===== src/hw/cks_pkg.sv =====
// Shared constants, register map and types of the capacitive key sequencer
package cks_pkg;

  // Register byte addresses
  localparam logic [7:0] ADDR_CFG  = 8'h00;
  localparam logic [7:0] ADDR_CTL  = 8'h04;
  localparam logic [7:0] ADDR_THR  = 8'h08;
  localparam logic [7:0] ADDR_CHG  = 8'h0c;
  localparam logic [7:0] ADDR_DIS  = 8'h10;
  localparam logic [7:0] ADDR_BASE = 8'h14;
  localparam logic [7:0] ADDR_ACC  = 8'h18;
  localparam logic [7:0] ADDR_STAT = 8'h1c;
  localparam logic [7:0] ADDR_CLR  = 8'h20;
  localparam logic [7:0] ADDR_IEN  = 8'h24;

  // touch_sense_config_a fields
  localparam int CFG_EN_POS     = 7;
  localparam int CFG_CS_LSB     = 4;
  localparam int CFG_SHIELD_POS = 3;
  localparam int CFG_IEN_POS    = 2;
  localparam int CFG_LPM_POS    = 1;
  localparam int CFG_AUTO_POS   = 0;

  // Control register fields
  localparam int CTL_START_POS = 0;
  localparam int CTL_REP_LSB   = 1;
  localparam int CTL_REL_POS   = 3;

  // Status, clear and enable layout
  localparam int STAT_DONE_POS = 0;
  localparam int STAT_WAKE_POS = 1;

  // Reset values and random source taps
  localparam logic [7:0]  CFG_RST  = 8'h00;
  localparam logic [15:0] THR_RST  = 16'h0040;
  localparam logic [1:0]  IEN_RST  = 2'h0;
  localparam logic [15:0] LFSR_SEED = 16'hace1;
  localparam logic [15:0] LFSR_TAPS = 16'hb400;

  // Counting limits, baseline averaging depth (1/32 step) and slow clock select code
  localparam logic [15:0] COUNT_MAX  = 16'hffff;
  localparam int          BASE_SHIFT = 5;
  localparam logic [2:0]  CS_SLOW    = 3'h7;

  typedef enum logic [2:0] {
    ST_IDLE, ST_GAP_UP, ST_CHARGE, ST_GAP_DN, ST_DISCH, ST_EVAL
  } cks_state_type;

  // Last count of the system clock divider: ratio 2,4,6,8,10,16,32
  function automatic logic [4:0] div_last(input logic [2:0] sel);
    case (sel)
      3'h0:    div_last = 5'h01;
      3'h1:    div_last = 5'h03;
      3'h2:    div_last = 5'h05;
      3'h3:    div_last = 5'h07;
      3'h4:    div_last = 5'h09;
      3'h5:    div_last = 5'h0f;
      default: div_last = 5'h1f;
    endcase
  endfunction

  // Repeat select: 1, 4, 8 or 16 conversions per sequence
  function automatic logic [3:0] rep_last(input logic [1:0] sel);
    case (sel)
      2'h0:    rep_last = 4'h0;
      2'h1:    rep_last = 4'h3;
      2'h2:    rep_last = 4'h7;
      default: rep_last = 4'hf;
    endcase
  endfunction

  function automatic logic [2:0] rep_shift(input logic [1:0] sel);
    case (sel)
      2'h0:    rep_shift = 3'h0;
      2'h1:    rep_shift = 3'h2;
      2'h2:    rep_shift = 3'h3;
      default: rep_shift = 3'h4;
    endcase
  endfunction

endpackage


===== src/hw/cks_tick_if.sv =====
// Converter tick and random source shared between the sequencer and its helpers
`timescale 1ns/1ps
interface cks_tick_if;
  logic        en;
  logic [2:0]  sel;
  logic        slow_s;
  logic        tick;
  logic [15:0] rnd;

  modport div  (input en, input sel, input slow_s, output tick);
  modport rng  (input en, input tick, output rnd);
  modport core (output en, output sel, output slow_s, input tick, input rnd);
endinterface


===== src/hw/cks_clk_div.sv =====
// Converter clock enable divider
`timescale 1ns/1ps
module cks_clk_div (
  // Clock and reset
  input  wire logic i_clk_sys,
  input  wire logic i_nrst,
  // Tick interface
  cks_tick_if.div   tif
);

  typedef struct packed {
    logic [4:0] cnt;
    logic       slow_prev;
    logic       slow_half;
    logic       tick;
  } cks_div_state_type;

  cks_div_state_type s_q;
  cks_div_state_type s_d;

  always_comb begin
    s_d = s_q;
    s_d.tick = 1'b0;
    s_d.slow_prev = tif.slow_s;
    if (!tif.en) begin
      s_d = '0;
    end else if (tif.sel == cks_pkg::CS_SLOW) begin
      // Slow oscillator halved: every second rising edge
      if (tif.slow_s && !s_q.slow_prev) begin
        s_d.slow_half = !s_q.slow_half;
        s_d.tick = s_q.slow_half;
      end
    end else if (s_q.cnt >= cks_pkg::div_last(tif.sel)) begin
      s_d.cnt = 5'h00;
      s_d.tick = 1'b1;
    end else begin
      s_d.cnt = s_q.cnt + 5'h01;
    end
  end

  always_ff @(posedge i_clk_sys) begin
    if (!i_nrst) begin
      s_q <= '0;
    end else begin
      s_q <= s_d;
    end
  end

  assign tif.tick = s_q.tick;
endmodule


===== src/hw/cks_lfsr.sv =====
// Pseudo-random source for phase timing dither
`timescale 1ns/1ps
module cks_lfsr (
  // Clock and reset
  input  wire logic i_clk_sys,
  input  wire logic i_nrst,
  // Tick interface
  cks_tick_if.rng   tif
);

  typedef struct packed {
    logic [15:0] lfsr;
  } cks_rng_state_type;

  cks_rng_state_type s_q;
  cks_rng_state_type s_d;

  always_comb begin
    s_d = s_q;
    if (!tif.en) begin
      s_d.lfsr = cks_pkg::LFSR_SEED;
    end else if (tif.tick) begin
      s_d.lfsr = s_q.lfsr[0] ? ((s_q.lfsr >> 1) ^ cks_pkg::LFSR_TAPS) : (s_q.lfsr >> 1);
    end
  end

  always_ff @(posedge i_clk_sys) begin
    if (!i_nrst) begin
      s_q.lfsr <= cks_pkg::LFSR_SEED;
    end else begin
      s_q <= s_d;
    end
  end

  assign tif.rnd = s_q.lfsr;
endmodule


===== src/hw/cks_seq.sv =====
// Dual-slope capacitive key sequencer with APB registers
//
// Design decisions made here: the APB interface to the registers and the register offsets.
`timescale 1ns/1ps
// Function
// - Every conversion runs a charge phase then a discharge phase, each counted.
// - Total charge-phase converter periods kept in a 16-bit result.
// - Total discharge-phase converter periods kept in a separate 16-bit result.
// - A pseudo-random sequence varies phase timing to reject high-frequency noise.
// - Up to 16 conversions accumulate into a 20-bit result.
// - A slow moving average of the duty count forms a readable 16-bit baseline.
// - Unit enable low stops the converter and clears its state.
// - Clock select picks system clock /2../32 or slow oscillator /2.
// - Shield enable turns on the buffer replicating the key signal.
// - Each converter interrupt also sets the interrupt flag.
// - Auto mode compares duty with baseline plus threshold; higher raises interrupt, wakeup.
// - Normal mode: start bit launches one sequence, interrupt when duty ready.
module cks_seq (
  // Clock and reset
  input  wire logic        i_clk_sys,
  input  wire logic        i_nrst,
  // APB slave
  input  wire logic        i_psel,
  input  wire logic        i_penable,
  input  wire logic        i_pwrite,
  input  wire logic [7:0]  i_paddr,
  input  wire logic [31:0] i_pwdata,
  output logic [31:0]      o_prdata,
  output logic             o_pready,
  output logic             o_pslverr,
  // Analog front end
  input  wire logic        i_cmp,
  input  wire logic        i_slow_osc,
  output logic             o_afe_en,
  output logic             o_charge,
  output logic             o_discharge,
  output logic             o_shield_en,
  output logic             o_low_power,
  // Events
  output logic             o_irq,
  output logic             o_wakeup
);

  typedef struct packed {
    logic [7:0]            cfg;
    logic [1:0]            rep_sel;
    logic                  rel;
    logic [15:0]           thr;
    cks_pkg::cks_state_type st;
    logic [1:0]            gap;
    logic [3:0]            rep;
    logic [15:0]           chg_run;
    logic [15:0]           dis_run;
    logic [19:0]           acc_run;
    logic [15:0]           chg_res;
    logic [15:0]           dis_res;
    logic [19:0]           acc_res;
    logic [15:0]           base;
    logic                  base_ok;
    logic [1:0]            stat;
    logic [1:0]            ien;
    logic                  wake;
    logic                  irq;
    logic                  chg_drv;
    logic                  dis_drv;
    logic                  shield;
    logic [31:0]           prdata;
    logic                  pready;
    logic                  pslverr;
    logic                  cmp_m;
    logic                  cmp_s;
    logic                  slow_m;
    logic                  slow_s;
  } cks_seq_state_type;

  localparam cks_seq_state_type SEQ_RST = '{
    cfg: cks_pkg::CFG_RST, thr: cks_pkg::THR_RST, ien: cks_pkg::IEN_RST,
    st: cks_pkg::ST_IDLE, default: '0};

  cks_seq_state_type s_q;
  cks_seq_state_type s_d;

  cks_tick_if tif ();

  cks_clk_div u_div (
    .i_clk_sys (i_clk_sys),
    .i_nrst    (i_nrst),
    .tif       (tif)
  );

  cks_lfsr u_rng (
    .i_clk_sys (i_clk_sys),
    .i_nrst    (i_nrst),
    .tif       (tif)
  );

  assign tif.en     = s_q.cfg[cks_pkg::CFG_EN_POS];
  assign tif.sel    = s_q.cfg[cks_pkg::CFG_CS_LSB +: 3];
  assign tif.slow_s = s_q.slow_s;

  logic        cfg_en;
  logic        cfg_auto;
  logic [15:0] duty_w;
  logic [16:0] limit_w;
  logic        detect_w;

  assign cfg_en   = s_q.cfg[cks_pkg::CFG_EN_POS];
  assign cfg_auto = s_q.cfg[cks_pkg::CFG_AUTO_POS];
  // Average of the accumulated charge counts
  assign duty_w   = 16'(s_q.acc_run >> cks_pkg::rep_shift(s_q.rep_sel));
  // Relative threshold is the baseline scaled down by a power of two
  assign limit_w  = {1'b0, s_q.base} +
                    (s_q.rel ? {1'b0, s_q.base >> s_q.thr[3:0]} : {1'b0, s_q.thr});
  assign detect_w = cfg_auto && s_q.base_ok && ({1'b0, duty_w} > limit_w);

  always_comb begin
    logic        wr;
    logic        start;
    logic [1:0]  set_v;
    logic [1:0]  clr_v;
    logic [16:0] diff;
    logic [16:0] step;
    wr    = i_psel && i_penable && s_q.pready && i_pwrite && !s_q.pslverr;
    start = 1'b0;
    set_v = 2'h0;
    clr_v = 2'h0;
    diff  = {1'b0, duty_w} - {1'b0, s_q.base};
    step  = 17'($signed(diff) >>> cks_pkg::BASE_SHIFT);

    s_d = s_q;
    s_d.cmp_m   = i_cmp;
    s_d.cmp_s   = s_q.cmp_m;
    s_d.slow_m  = i_slow_osc;
    s_d.slow_s  = s_q.slow_m;
    s_d.wake    = 1'b0;
    s_d.pready  = 1'b0;
    s_d.pslverr = 1'b0;

    // Setup phase: decode and register the answer, access phase follows without wait
    if (i_psel && !i_penable) begin
      s_d.pready = 1'b1;
      s_d.prdata = 32'h0000_0000;
      if (i_paddr == cks_pkg::ADDR_CFG) begin
        s_d.prdata = {24'h00_0000, s_q.cfg};
      end else if (i_paddr == cks_pkg::ADDR_CTL) begin
        s_d.prdata = {28'h000_0000, s_q.rel, s_q.rep_sel, s_q.st != cks_pkg::ST_IDLE};
      end else if (i_paddr == cks_pkg::ADDR_THR) begin
        s_d.prdata = {16'h0000, s_q.thr};
      end else if (i_paddr == cks_pkg::ADDR_CHG) begin
        s_d.prdata = {16'h0000, s_q.chg_res};
      end else if (i_paddr == cks_pkg::ADDR_DIS) begin
        s_d.prdata = {16'h0000, s_q.dis_res};
      end else if (i_paddr == cks_pkg::ADDR_BASE) begin
        s_d.prdata = {16'h0000, s_q.base};
      end else if (i_paddr == cks_pkg::ADDR_ACC) begin
        s_d.prdata = {12'h000, s_q.acc_res};
      end else if (i_paddr == cks_pkg::ADDR_STAT) begin
        s_d.prdata = {30'h0000_0000, s_q.stat};
      end else if (i_paddr == cks_pkg::ADDR_CLR) begin
        s_d.prdata = 32'h0000_0000;
      end else if (i_paddr == cks_pkg::ADDR_IEN) begin
        s_d.prdata = {30'h0000_0000, s_q.ien};
      end else begin
        s_d.pslverr = 1'b1;
      end
    end

    if (wr) begin
      if (i_paddr == cks_pkg::ADDR_CFG) begin
        s_d.cfg = i_pwdata[7:0];
      end else if (i_paddr == cks_pkg::ADDR_CTL) begin
        s_d.rep_sel = i_pwdata[cks_pkg::CTL_REP_LSB +: 2];
        s_d.rel     = i_pwdata[cks_pkg::CTL_REL_POS];
        start       = i_pwdata[cks_pkg::CTL_START_POS];
      end else if (i_paddr == cks_pkg::ADDR_THR) begin
        s_d.thr = i_pwdata[15:0];
      end else if (i_paddr == cks_pkg::ADDR_CLR) begin
        clr_v = i_pwdata[1:0];
      end else if (i_paddr == cks_pkg::ADDR_IEN) begin
        s_d.ien = i_pwdata[1:0];
      end
    end

    case (s_q.st)
      cks_pkg::ST_IDLE: begin
        // Auto mode relaunches by itself; normal mode waits for a start write
        if (cfg_en && (cfg_auto || start)) begin
          s_d.chg_run = 16'h0000;
          s_d.dis_run = 16'h0000;
          s_d.acc_run = 20'h0_0000;
          s_d.rep     = 4'h0;
          s_d.gap     = tif.rnd[1:0];
          s_d.st      = cks_pkg::ST_GAP_UP;
        end
      end
      cks_pkg::ST_GAP_UP: begin
        if (tif.tick) begin
          if (s_q.gap == 2'h0) begin
            s_d.st = cks_pkg::ST_CHARGE;
          end else begin
            s_d.gap = s_q.gap - 2'h1;
          end
        end
      end
      cks_pkg::ST_CHARGE: begin
        if (tif.tick) begin
          // Counter saturation also ends a stuck phase
          if (s_q.cmp_s || s_q.chg_run == cks_pkg::COUNT_MAX) begin
            s_d.gap = tif.rnd[1:0];
            s_d.st  = cks_pkg::ST_GAP_DN;
          end else begin
            s_d.chg_run = s_q.chg_run + 16'h0001;
            s_d.acc_run = s_q.acc_run + 20'h0_0001;
          end
        end
      end
      cks_pkg::ST_GAP_DN: begin
        if (tif.tick) begin
          if (s_q.gap == 2'h0) begin
            s_d.st = cks_pkg::ST_DISCH;
          end else begin
            s_d.gap = s_q.gap - 2'h1;
          end
        end
      end
      cks_pkg::ST_DISCH: begin
        if (tif.tick) begin
          if (!s_q.cmp_s || s_q.dis_run == cks_pkg::COUNT_MAX) begin
            if (s_q.rep >= cks_pkg::rep_last(s_q.rep_sel)) begin
              s_d.st = cks_pkg::ST_EVAL;
            end else begin
              s_d.rep = s_q.rep + 4'h1;
              s_d.gap = tif.rnd[1:0];
              s_d.st  = cks_pkg::ST_GAP_UP;
            end
          end else begin
            s_d.dis_run = s_q.dis_run + 16'h0001;
          end
        end
      end
      cks_pkg::ST_EVAL: begin
        s_d.chg_res = s_q.chg_run;
        s_d.dis_res = s_q.dis_run;
        s_d.acc_res = s_q.acc_run;
        // First result seeds the baseline, later ones move it by 1/32 of the error
        if (!s_q.base_ok) begin
          s_d.base    = duty_w;
          s_d.base_ok = 1'b1;
        end else begin
          s_d.base = s_q.base + step[15:0];
        end
        if (!cfg_auto) begin
          set_v[cks_pkg::STAT_DONE_POS] = 1'b1;
        end else if (detect_w) begin
          set_v  = 2'h3;
          s_d.wake = 1'b1;
        end
        s_d.st = cks_pkg::ST_IDLE;
      end
      default: begin
        s_d.st = cks_pkg::ST_IDLE;
      end
    endcase

    // A set in the same cycle as its clear wins
    s_d.stat = (s_q.stat & ~clr_v) | set_v;

    if (!s_d.cfg[cks_pkg::CFG_EN_POS]) begin
      s_d.st      = cks_pkg::ST_IDLE;
      s_d.gap     = 2'h0;
      s_d.rep     = 4'h0;
      s_d.chg_run = 16'h0000;
      s_d.dis_run = 16'h0000;
      s_d.acc_run = 20'h0_0000;
      s_d.chg_res = 16'h0000;
      s_d.dis_res = 16'h0000;
      s_d.acc_res = 20'h0_0000;
      s_d.base    = 16'h0000;
      s_d.base_ok = 1'b0;
      s_d.stat    = 2'h0;
      s_d.wake    = 1'b0;
    end

    s_d.irq = s_d.cfg[cks_pkg::CFG_IEN_POS] && |(s_d.stat & s_d.ien);
    s_d.chg_drv = s_d.st == cks_pkg::ST_CHARGE;
    s_d.dis_drv = s_d.st == cks_pkg::ST_DISCH;
    s_d.shield  = s_d.cfg[cks_pkg::CFG_EN_POS] && s_d.cfg[cks_pkg::CFG_SHIELD_POS];
  end

  always_ff @(posedge i_clk_sys) begin
    if (!i_nrst) begin
      s_q <= SEQ_RST;
    end else begin
      s_q <= s_d;
    end
  end

  assign o_prdata    = s_q.prdata;
  assign o_pready    = s_q.pready;
  assign o_pslverr   = s_q.pslverr;
  assign o_afe_en    = s_q.cfg[cks_pkg::CFG_EN_POS];
  assign o_charge    = s_q.chg_drv;
  assign o_discharge = s_q.dis_drv;
  assign o_shield_en = s_q.shield;
  assign o_low_power = s_q.cfg[cks_pkg::CFG_LPM_POS];
  assign o_irq       = s_q.irq;
  assign o_wakeup    = s_q.wake;
endmodule


===== config.mk =====
export PLATFORM = sky130hd
export DESIGN_NAME = cks_seq
export DESIGN_NICKNAME = d
export VERILOG_FILES = /design/src/hw/cks_pkg.sv /design/src/hw/cks_tick_if.sv /design/src/hw/cks_clk_div.sv /design/src/hw/cks_lfsr.sv /design/src/hw/cks_seq.sv
export SDC_FILE = /design/constraint.sdc
export NUM_CORES = 1
export LEC_CHECK = 0
export BUFFER_PORTS_ARGS = -buffer_cell sky130_fd_sc_hd__buf_2
export CORE_MARGIN = 2
export CORE_UTILIZATION = 40
export CTS_BUF_LIST = sky130_fd_sc_hd__clkbuf_16
export DETAILED_ROUTE_END_ITERATION = 10
export MAX_ROUTING_LAYER = met4
export PLACE_DENSITY_LB_ADDON = 0.12
export SLEW_MARGIN = 20
export SYNTH_ARGS = -nofsm -noshare
export SYNTH_HDL_FRONTEND = slang
export SYNTH_SLANG_ARGS = --single-unit

===== constraint.sdc =====
create_clock -name i_clk_sys -period 6.62 [get_ports i_clk_sys]
set_input_delay 0.331 -clock i_clk_sys [delete_from_list [all_inputs] [get_ports i_clk_sys]]
set_output_delay 0.331 -clock i_clk_sys [all_outputs]
set_load 0.01 [all_outputs]

* Yosys cells after proc, flatten, opt, wreduce, memory -nomap -nowiden
Cells that the tools add are included.
Storage, ports and cells: flip-flop bits (word level) 216, output and inout bits 41, word-level logic and storage cells 222
Cells by class: add/sub/neg operators 9, $lt $le $gt $ge 3, eq/ne operators 36, shift-type cells 2, multiplexer cells 87, bitwise gates (word level) 9, reduce and logical (&&, ||, !) cells 41
Operator list (count):
- 20-bit 2-to-1 mux | 9
- 16-bit 2-to-1 mux | 9
- 132-bit 2-to-1 mux | 1
- 69-bit 2-to-1 mux | 1
- 16-bit case mux with 2 select lines | 2
- 61-bit 2-to-1 mux | 1
- 20-bit case mux with 2 select lines | 1
- 2-bit 2-to-1 mux | 18
- 5-bit 2-to-1 mux | 7
- 16-bit by 1-bit adder with 16-bit output, second input constant | 2
- 16-bit equality test, second input constant | 2
- 8-bit by 5-bit equality test with 1-bit output, second input constant | 4
- 5-bit case mux with 6 select lines | 1
- 27-bit 2-to-1 mux | 1
- 20-bit by 1-bit adder with 20-bit output, second input constant | 1
- 20-bit by 3-bit >> shifter with 16-bit output | 1
- 1-bit 2-to-1 mux | 19
- 19-bit 2-to-1 mux | 1
- 3-bit equality test, second input constant | 6
- 9-bit 2-to-1 mux | 2
- 16-bit by 16-bit adder with 17-bit output | 1
- 16-bit by 17-bit greater-than comparator with 1-bit output | 1
- 16-bit by 16-bit subtractor with 17-bit output | 1
- 16-bit adder | 1
- 45 further kinds | 94

* Longest topological paths before layout
Gate-level depths: netlist of run 1.
depth after elaboration 14, depth in mapped cells 27, gate-level depth less buffers 26

* Cells and area by module
A second synthesis of run 1 with hierarchy kept.
Second synthesis, totals: cell total of the unflattened synthesis 1675, area, all modules 13304.0 µm²
Modules (own cells, without submodules):
- cks_seq | instances 1, cells each 1567, area each 12229.2 µm², seq. area each 3843.7 µm²
- cks_lfsr | instances 1, cells each 58, area each 634.4 µm², seq. area each 320.3 µm²
- cks_clk_div | instances 1, cells each 50, area each 440.4 µm², seq. area each 160.2 µm²

* Least setup slack after synthesis of run 1
Ideal clock, no wire load.
kind reg2reg, from register s_q[195] in the netlist's numbering, to register s_q[63] in the netlist's numbering, setup time 132 ps, arrival 5518 ps, required time 6488 ps, path slack 970 ps, stages on the path, launching flop included 28, path buffers 3, path through dfxtp_1 inv_1 ha_1 buf_6 clkbuf_1 clkbuf_1 mux2i_1 a21oi_1 nor2_1 a21oi_1 ha_1 o21ai_0 o41a_1 o41ai_2 o211a_4 a41o_4 a21o_1 a21o_1 xor2_1 ha_1 and2_1 nand3_1 nor3_1 o41ai_1 o21ai_0 xor2_1 mux2i_1 a221oi_2
Between the ends: cells in the longest elaborated chain, start to end 6
Ends and longest elaborated chain:
- start, declared | RTL line cks_seq.sv:80 | cks_seq_state_type s_q;
- start signal, assigned | RTL line cks_seq.sv:292 | s_q <= SEQ_RST;
- start signal, assigned | RTL line cks_seq.sv:294 | s_q <= s_d;
- 2-bit equality test, or another cell as far along | RTL line cks_pkg.sv:73 | case (sel)
- 3-bit case mux with 3 select lines * | RTL line cks_pkg.sv:73
- 20-bit by 3-bit >> shifter with 16-bit output * | RTL line cks_seq.sv:110 | assign duty_w = 16'(s_q.acc_run >> cks_pkg::rep_shift(s_q.rep_sel));
- 16-bit by 16-bit subtractor with 17-bit output | RTL line cks_seq.sv:127 | diff = {1'b0, duty_w} - {1'b0, s_q.base};
- 16-bit adder | RTL line cks_seq.sv:250 | s_d.base = s_q.base + step[15:0];
- 16-bit 2-to-1 mux * | RTL line cks_seq.sv:246 | if (!s_q.base_ok) begin
Mark *: on every way between the ends. The rest lies on a longest branch, timed or not. A chain may end at the register's enable or synchronous reset.

* Worst setup path after layout of run 1
from register s_q[178] in the netlist's numbering, to register s_q, in the netlist o_irq
Between the ends: cells in the longest elaborated chain, start to end 13
Ends and longest elaborated chain:
- 16-bit by 4-bit >> shifter with 16-bit output | RTL line cks_seq.sv:113 | (s_q.rel ? {1'b0, s_q.base >> s_q.thr[3:0]} : {1'b0, s_q.thr});
- 16-bit 2-to-1 mux * | RTL line cks_seq.sv:113
- 16-bit by 16-bit adder with 17-bit output * | RTL line cks_seq.sv:112 | assign limit_w = {1'b0, s_q.base} +
- 16-bit by 17-bit greater-than comparator with 1-bit output * | RTL line cks_seq.sv:114 | assign detect_w = cfg_auto && s_q.base_ok && ({1'b0, duty_w} > limit_w);
- 1-bit logical AND * | RTL line cks_seq.sv:114
- 2-bit 2-to-1 mux * | RTL line cks_seq.sv:254 | end else if (detect_w) begin
- 1-bit 2-to-1 mux | RTL line cks_seq.sv:252 | if (!cfg_auto) begin
- 2-bit 2-to-1 mux * | RTL line cks_seq.sv:184 | case (s_q.st)
- 2-bit bitwise OR * | RTL line cks_seq.sv:266 | s_d.stat = (s_q.stat & ~clr_v) | set_v;
- 132-bit 2-to-1 mux * | RTL line cks_seq.sv:268 | if (!s_d.cfg[cks_pkg::CFG_EN_POS]) begin
- 2-bit AND * | RTL line cks_seq.sv:284 | s_d.irq = s_d.cfg[cks_pkg::CFG_IEN_POS] && |(s_d.stat & s_d.ien);
- 2-bit OR reduction * | RTL line cks_seq.sv:284
- 1-bit logical AND * | RTL line cks_seq.sv:284
Marked as above.

==> metrics.log, run 1 <==
INFO  metric globalRouteOverflowTotal = 0
INFO  metric worst_ep_arrival = 6.58 ns
INFO  metric clock_insertion_delay_worst_skew = 0.55 ns
INFO  metric initial_core_util = 0.409
INFO  metric final_antenna_net_count = 0
INFO  metric detail_route.wl_per_cell = 19.6 um
INFO  metric critical_path_peak_fanout = 27
INFO  metric power.density = 192 nW/um^2
INFO  metric synthesis.yosys.warnings = 0
INFO  metric synth.yosys.seq_area_share = 0.333
INFO  metric area_delta_synth_final = 10.3%
INFO  metric ys_seq_elements = 216
INFO  metric max-clock-path-buffers = 3
INFO  metric detail_route.first_pass.iterations = 7
INFO  metric worstSetupPathType = flip-flop to flip-flop
INFO  metric netlist-cell-type-count = 70
INFO  metric synth-compound-area-share = 0.190
INFO  metric cp_data_required_time = between 7 and 8 ns
INFO  metric grt_pass1_wl = between 60,000 and 70,000 um
INFO  metric tritoncts = built
INFO  metric grt_use_total = 0.245
INFO  metric finalCriticalPeriod = 6.14 ns
INFO  metric layout-drive-gt1-share = 0.102
INFO  metric seqCellArea = 4320 um^2
INFO  metric num_io_pins = 88
INFO  metric number_of_antenna_violations_at_the_first_check_in_global_routing = 0
INFO  metric synth_ff_type = dfxtp_1
INFO  metric detail_route.vias_per_cell = about 5.6
INFO  metric number_of_cell_rows = between 60 and 70
INFO  metric insertedDiodeCount = 0
INFO  metric fillers = 3,246
INFO  metric clock-skew-final = roughly 0.024 ns
INFO  metric htreeDepth = 1
INFO  metric setup_tns = 0 ns
INFO  metric combinational_family_with_the_most_area_after_synthesis = simple AND/OR/NAND/NOR gates
INFO  metric synth_fa_ha_area_frac = 0.0783
INFO  metric switching_power = 0.000629 W
INFO  metric pwr-share-seq = 0.476
INFO  metric period_share = 0.927
INFO  metric clockRootBuffer = clkbuf_16
INFO  metric detailroute.via_count = 11,500
INFO  metric cts.sink_count = 216
INFO  metric synth_simple_gate_area_frac = 0.198
INFO  metric nNetsFinal = 1,765
INFO  metric cts_buffers = 26
INFO  metric multi_input_area = 7900 um^2
INFO  metric synth_area_per_cell = 7.96 um^2
INFO  metric drt_iter0_markers = 877
INFO  metric power_report.internal_total = ~0.0021 W
INFO  metric worstHoldPathCells = 3
INFO  metric rsz_0062_raised_after_global_routing = false
INFO  metric setup_viol_count_final = 0
INFO  metric hold_viol = 0
INFO  metric fp.dieW = 184 um
INFO  metric synth.area.mux_share = 0.0733
INFO  metric post_synth_xor_xnor_area = 0.0634
INFO  metric hold_path.class = primary input to flip-flop
INFO  metric pwr-share-clk = 0.503
INFO  metric hpwl = ~30,000 um
INFO  metric design.die.area = 33,900 um^2
INFO  metric worst_setup_path_start_kind = flip-flop
INFO  metric netlist_area_before_placement = 13,000 um^2
INFO  metric status = completed
INFO  metric relSlewSlack = 0.263
INFO  metric design.core.area = about 32,000 um^2
INFO  metric max_clock_freq = 0.163 GHz
INFO  metric maxSlewViolCount = 0
INFO  metric async_flop_share = 0
INFO  metric drv.max_cap_violation_count = 0
INFO  metric die_h = 184 um
INFO  metric worst-slew-pin-transition = 1.10 ns
INFO  metric gpl.final_weighted_congestion = approximately 0.89
INFO  metric vdd_drop_max = 0.000162 V
INFO  metric worst-r2r-cell-count = 24
INFO  metric totalWireLength = just over 40,000 um
INFO  metric p_comb_frac = 0.022
INFO  metric number_of_instances_in_the_synthesized_netlist = 1,631
INFO  metric drc_errors = 0
INFO  metric power.static_leakage = 5.34 nW
INFO  metric post-layout-total-power = 0.00275 W
INFO  metric clk_pin_slew_worst_paths = 0.06 ns
INFO  metric rrSetupSlack = 0.48 ns
INFO  metric via_count_of_the_first_global_routing_pass = between 10,000 and 15,000
INFO  metric port_buffers = 59
INFO  metric worst_setup_path_end_kind = flip-flop
INFO  metric cts.repair_timing.setup_buffer_count = 0
INFO  metric count_of_flip_flops_with_a_built_in_enable_after_synthesis = 0
INFO  metric sw_frac_of_total = 0.229
INFO  metric largest_net_degree_at_the_start_of_global_routing = 75
-- stage by stage --
| stage | instances | util | worst slack [ns] | hold WS (ns) | area (um^2) |
|---|---|---|---|---|---|
| global placement | 2010 | 0.425 | 0.508 | 0.437 | 13500 |
| floorplan | 1642 | - | 0.970 | 0.412 | 13000 |
| detailed placement | 2010 | 0.425 | 0.518 | 0.432 | 13500 |
| global route | 2060 | 0.451 | 0.0584 | 0.0293 | 14300 |
| CTS | 2060 | 0.451 | 0.531 | 0.0195 | 14300 |
| finish | 2060 | 0.451 | 0.485 | 0.0337 | 14300 |
-- repair_timing --
item	CTS	global route
hold endpoints to repair	2	0
setup endpoints to repair	0	1
hold buffers	2	0
resized for setup	0	1
-- worst paths after layout --
check,startpoint,endpoint
worst max-delay path,s_q[178],o_irq
worst min-delay path,i_pwdata[14],s_q[191]
worst max register to register,s_q[178],o_irq
worst min register to register,s_q[98],s_q[98]
-- synth_stat cells, types with 28 or more instances --
cell | number | share of area
nor2_1 | 159 | 0.046
a21o_1 | 28 | 0.016
a21oi_1 | 175 | 0.067
dfxtp_1 | 216 | 0.33
o21ai_0 | 65 | 0.025
xnor2_1 | 42 | 0.028
clkbuf_1 | 73 | 0.021
inv_1 | 50 | 0.014
ha_1 | 78 | 0.075
nand3_1 | 44 | 0.017
buf_4 | 34 | 0.020
nand2_1 | 256 | 0.074
mux2i_1 | 50 | 0.039
xor2_1 | 52 | 0.035
nor3_1 | 28 | 0.011
-- power by group through the flow --
stage               registers [W]  clock network [W]   logic, W
global route              0.00131            0.00146  0.0000662
detailed placement        0.00133                  0  0.0000585
global placement          0.00133                  0  0.0000589
finish                    0.00131            0.00138  0.0000600
floorplan                 0.00133                  0  0.0000414
CTS                       0.00131            0.00141  0.0000596
-- per-layer routing --
| metal | global-route usage | vias to the layer above | part of all wire |
|---|---|---|---|
| li1 | - | 5716 | - |
| met1 | 0.320 | 5421 | 0.45 |
| met2 | 0.399 | 289 | 0.47 |
| met3 | 0.0342 | 65 | 0.053 |
| met4 | 0.0675 | 0 | 0.029 |
| met5 | - | - | 0 |
-- critical path: stages, from the launching register on --
cell	delay [ns]
dfxtp_1	0.98
nor2_1	0.12
a211oi_1	0.25
a21oi_1	0.12
mux2i_1	0.25
a21oi_1	0.11
nand2_1	0.09
o21ai_0	0.10
ha_1	0.23
fa_1	0.40
a21o_1	0.18
a21o_1	0.20
a21oi_1	0.19
o21ai_0	0.17
o41ai_1	0.61
o21ai_0	0.26
o21ai_0	0.20
nand2b_1	0.09
xnor2_1	0.17
ha_1	0.27
nand4_1	0.10
nor4_1	0.06
nor4_1	0.38
a41oi_1	0.27
nor4_1	0.23
-- state kept, by name (all words and copies together) (netlist names), 2 cells and up --
name	count
s_q	159
o_prdata	20
u_rng.tif.rnd	16
u_div.s_q	7
s_d	2
-- cells by family after synthesis --
| family | Yosys count |
|---|---|
| adders and majority gates | 80 |
| AOI/OAI and AO/OA | 392 |
| buffers and inverters | 179 |
| xor gates and xnor gates | 94 |
| and+or+nand+nor | 588 |
| muxes | 81 |
| DFF | 216 |
| other | 1 |
-- layout make-up --
type	instances	area share
Multi-Input combinational cell	1247	0.552
Sequential cell	216	0.302
Clock buffer	26	0.0455
Timing Repair Buffer	93	0.0388
Tap cell	402	0.0351
Inverter	54	0.0142
Clock inverter	22	0.0122
-- cell usage in the layout (no fill, tap or decap), types with 4 or more instances in the layout --
| cell | count |
|---|---|
| and4_1 | 4 |
| clkinv_1 | 11 |
| and3_1 | 13 |
| mux2_2 | 22 |
| a22oi_1 | 6 |
| xor2_1 | 52 |
| nor4_1 | 9 |
| o211ai_1 | 9 |
| a211oi_1 | 21 |
| nand2_1 | 256 |
| clkbuf_16 | 26 |
| o21bai_1 | 5 |
| a222oi_1 | 5 |
| ha_1 | 78 |
| nor2b_1 | 10 |
| o21a_1 | 6 |
| a221oi_1 | 21 |
| and2_1 | 15 |
| inv_1 | 56 |
| nor2_1 | 158 |
| o22ai_1 | 7 |
| buf_4 | 32 |
| mux4_2 | 9 |
| dfxtp_1 | 216 |
| or3_1 | 8 |
| buf_2 | 59 |
| nor3_1 | 28 |
| nand2b_1 | 10 |
| conb_1 | 12 |
| a21o_1 | 28 |
| mux2i_1 | 50 |
| nand4_1 | 24 |
| xnor2_1 | 42 |
| a21oi_1 | 175 |
| a31oi_1 | 6 |
| nand3_1 | 44 |
| o21ai_0 | 65 |
No activity file was read; power rests on OpenSTA's default activity.
==> inputs of run 2 (changes only) <==
--- a/config.mk
+++ b/config.mk
@@ -7,7 +7,7 @@
 export LEC_CHECK = 0
 export BUFFER_PORTS_ARGS = -buffer_cell sky130_fd_sc_hd__buf_2
 export CORE_MARGIN = 2
-export CORE_UTILIZATION = 40
+export CORE_UTILIZATION = 60
 export CTS_BUF_LIST = sky130_fd_sc_hd__clkbuf_16
 export DETAILED_ROUTE_END_ITERATION = 10
 export MAX_ROUTING_LAYER = met4
==> run 2 against run 1 <==
  * Wire length down 12%
  * Die area down 33%
  * Combinational power down 2%
  * Core utilization up 21 points
  * First-iteration DRC count up 18%
  * Sequential share of layout area up 0.74 points
  * Sequential cell count unchanged
  * Power down 4.3%
  * Critical path type unchanged
  * Critical endpoint unchanged
==> metrics.log, run 2 (synthesis gave the netlist of run 1 again) <==
INFO  metric cpLargestDelayFamily = compound AO/OA/AOI/OAI gates
INFO  metric holdPathEnd = s_q[183]
INFO  metric max-clock-path-buffers = 3 (unchanged)
INFO  metric hold_viol = 0 (unchanged)
INFO  metric detail_route.vias_per_cell = 6.04 (+8.3%)
INFO  metric setup_tns = 0 ns (unchanged)
INFO  metric cts.sink_count = 216 (unchanged)
INFO  metric fp.dieW = 151 um (-18%)
INFO  metric timing.critical_path.slowest_stage_cell = dfxtp_1
INFO  metric min-delay-start = i_pwdata[6]
INFO  metric drc_errors = 0 (unchanged)
INFO  metric totalWireLength = 35,400 um (-12%)
INFO  metric detail_route.first_pass.iterations = 5 (-2)
INFO  metric grt_pass1_wl = 54,100 um (-14%)
INFO  metric final_antenna_net_count = 0 (unchanged)
INFO  metric area_delta_synth_final = 7.62%
INFO  metric largest_register_ffs = 159 (unchanged)
INFO  metric worst-r2r-cell-count = 21 (-13%)
INFO  metric gpl.final_weighted_congestion = 0.946 (+6.8%)
INFO  metric worst_stage_delay_on_the_critical_path = 0.89 ns (-0.09 ns)
INFO  metric seqCellArea = 4320 um^2 (unchanged)
INFO  metric max_clock_freq = 0.160 GHz (-1.6%)
INFO  metric htreeDepth = 1 (unchanged)
INFO  metric crit_path_setup_slack_layout = 0.387 ns (-0.0981 ns)
INFO  metric design.die.area = 22,800 um^2 (-33%)
INFO  metric relSlewSlack = 0.284 (+0.0211)
INFO  metric number_of_antenna_violations_at_the_first_check_in_global_routing = 0 (unchanged)
INFO  metric drt_iter0_markers = 1,036 (+18%)
INFO  metric initial_core_util = 0.614 (+0.204)
INFO  metric num_io_pins = 88 (unchanged)
INFO  metric clock-skew-final = 0.0199 ns (-0.00393 ns)
INFO  metric largest_register_by_flop_count = s_q
INFO  metric place_ws = 0.437 ns (-0.0810 ns)
INFO  metric worstHoldPathCells = 3 (unchanged)
INFO  metric worstSetupPathType = flip-flop to flip-flop
INFO  metric tritoncts = built
INFO  metric clockRootBuffer = clkbuf_16
INFO  metric critical_path.reg2reg.endpoint = o_irq
INFO  metric grt_use_total = 0.312 (+0.0666)
INFO  metric port_buffers = 59 (unchanged)
INFO  metric finalCriticalPeriod = 6.23 ns (+0.0981 ns)
INFO  metric fillers = 1,850 (-43%)
INFO  metric commonest_cells_after_routing_fill_and_taps_aside = nand2_1, dfxtp_1, a21oi_1
INFO  metric critical_path.cell_chain = buf_4, mux4_2, mux2i_1, a21oi_1, mux2_2, fa_1, a21o_1, a21o_1, a21oi_1, o21ai_0, o41ai_1, o21ai_0, o21ai_0, nand2b_1, xnor2_1, ha_1, nand4_1, nor4_1, nor4_1, a41oi_1, nor4_1
INFO  metric globalRouteOverflowTotal = 0 (unchanged)
INFO  metric cp.buffers_inverters = 1 (+1)
INFO  metric layout.cells.most_common = nand2_1
INFO  metric worst-slew-pin-transition = 1.07 ns (-0.0315 ns)
INFO  metric regToRegStartpoint = s_q[178]
INFO  metric worst_ep_arrival = 6.67 ns (+0.09 ns)
INFO  metric cts_buffers = 25 (-3.8%)
INFO  metric number_of_cell_rows = 53 (-18%)
INFO  metric fin_hold_ws = 0.0314 ns (-0.00231 ns)
INFO  metric drv.max_cap_violation_count = 0 (unchanged)
INFO  metric clock_insertion_delay_worst_skew = 0.54 ns (about the same)
INFO  metric rsz_0062_raised_after_global_routing = false
INFO  metric nNetsFinal = 1,750 (-0.85%)
INFO  metric power.density = 188 nW/um^2 (-2.0%)
INFO  metric rrSetupSlack = 0.39 ns (-0.10 ns)
INFO  metric placed_cells_incl_taps = 1,869 (-7.0%)
INFO  metric power.static_leakage = 5.23 nW (-2.0%)
INFO  metric detail_route.wl_per_cell = 18.5 um (-5.5%)
INFO  metric fin_cells = 1,915 (-7.0%)
INFO  metric layout-drive-gt1-share = 0.0939 (-0.00803)
INFO  metric maxSlewViolCount = 0 (unchanged)
INFO  metric design.core.area = 21,200 um^2 (-33%)
INFO  metric critical_path_peak_fanout = 23 (-15%)
INFO  metric hold_path.class = primary input to flip-flop
INFO  metric vdd_drop_max = 0.000185 V (+14%)
INFO  metric period_share = 0.942 (+0.0148)
INFO  metric insertedDiodeCount = 0 (unchanged)
INFO  metric hpwl = 25,700 um (-15%)
INFO  metric multi_input_area = 7900 um^2 (unchanged)
INFO  metric setup_viol_count_final = 0 (unchanged)
INFO  metric largest_net_degree_at_the_start_of_global_routing = 76 (+1.3%)
INFO  metric cts.repair_timing.setup_buffer_count = 0 (unchanged)
INFO  metric status = completed
INFO  metric worst_setup_path_end_kind = flip-flop
INFO  metric die_h = 151 um (-18%)
INFO  metric detailroute.via_count = 11,600 (+0.68%)
INFO  metric clk_pin_slew_worst_paths = 0.06 ns (about the same)
INFO  metric via_count_of_the_first_global_routing_pass = 10,100 (-7.4%)
INFO  metric worst_setup_path_start_kind = flip-flop
INFO  metric cp_data_required_time = 7.06 ns (about the same)
-- run 2: power breakdown --
part / total [W] / internal, W / switching (W) / leakage [nW]
logic: 0.0000590 / 0.0000196 / 0.0000393 / 3.10
registers: 0.00131 / 0.00130 / 0.00000223 / 1.74
clock network: 0.00126 / 0.000695 / 0.000568 / 0.389
total: 0.00263 / 0.00202 / 0.000609 / 5.23
-- run 2: cell type report --
cell class / count / area share
Clock buffer: 25 / 0.0448
Clock inverter: 19 / 0.00851
Inverter: 54 / 0.0145
Multi-Input combinational cell: 1247 / 0.566
Sequential cell: 216 / 0.310
Tap cell: 275 / 0.0246
Timing Repair Buffer: 79 / 0.0322
-- run 2: stage by stage --
stage          cell area, um^2  power, W   util
2_1_floorplan            13000   0.00138      -
3_3_place_gp             13200   0.00139  0.624
3_5_place_dp             13200   0.00139  0.624
4_1_cts                  14000   0.00264  0.660
5_1_grt                  14000   0.00270  0.660
6_report                 14000   0.00263  0.660
-- run 2: routing by layer --
| layer | routed length [um] | global-route usage | share of wire | vias up |
|---|---|---|---|---|
| li1 | - | - | - | 5681 |
| met1 | 15700 | 0.421 | 0.44 | 5407 |
| met2 | 16200 | 0.495 | 0.46 | 412 |
| met3 | 2530 | 0.0386 | 0.071 | 69 |
| met4 | 999 | 0.0888 | 0.028 | 0 |
| met5 | 0 | - | 0 | - |
-- run 2: timing repair --
| action | in CTS | in global routing |
|---|---|---|
| endpoints found under the hold margin | 2 | 0 |
| hold buffers | 2 | 0 |
| resized for setup | 0 | 1 |
| setup endpoints to repair | 0 | 1 |
-- run 2: worst min-delay path: stages --
cell and delay [ns]:
buf_2 0.09, nand2_1 0.04, nand3_1 0.07
-- run 2: worst max path at each step --
| stage | slack (ns) | endpoint | start | cells past startpoint |
|---|---|---|---|---|
| after floorplan | 0.97 | s_q[63] | s_q[195] | 27 |
| after global placement | 0.57 | s_q[63] | s_q[195] | 22 |
| after detailed placement | 0.44 | s_q[63] | s_q[195] | 22 |
| after CTS | 0.42 | s_q[63] | s_q[195] | 22 |
| after global routing | 0.05 | s_q[63] | s_q[195] | 22 |
| final | 0.39 | o_irq | s_q[178] | 21 |
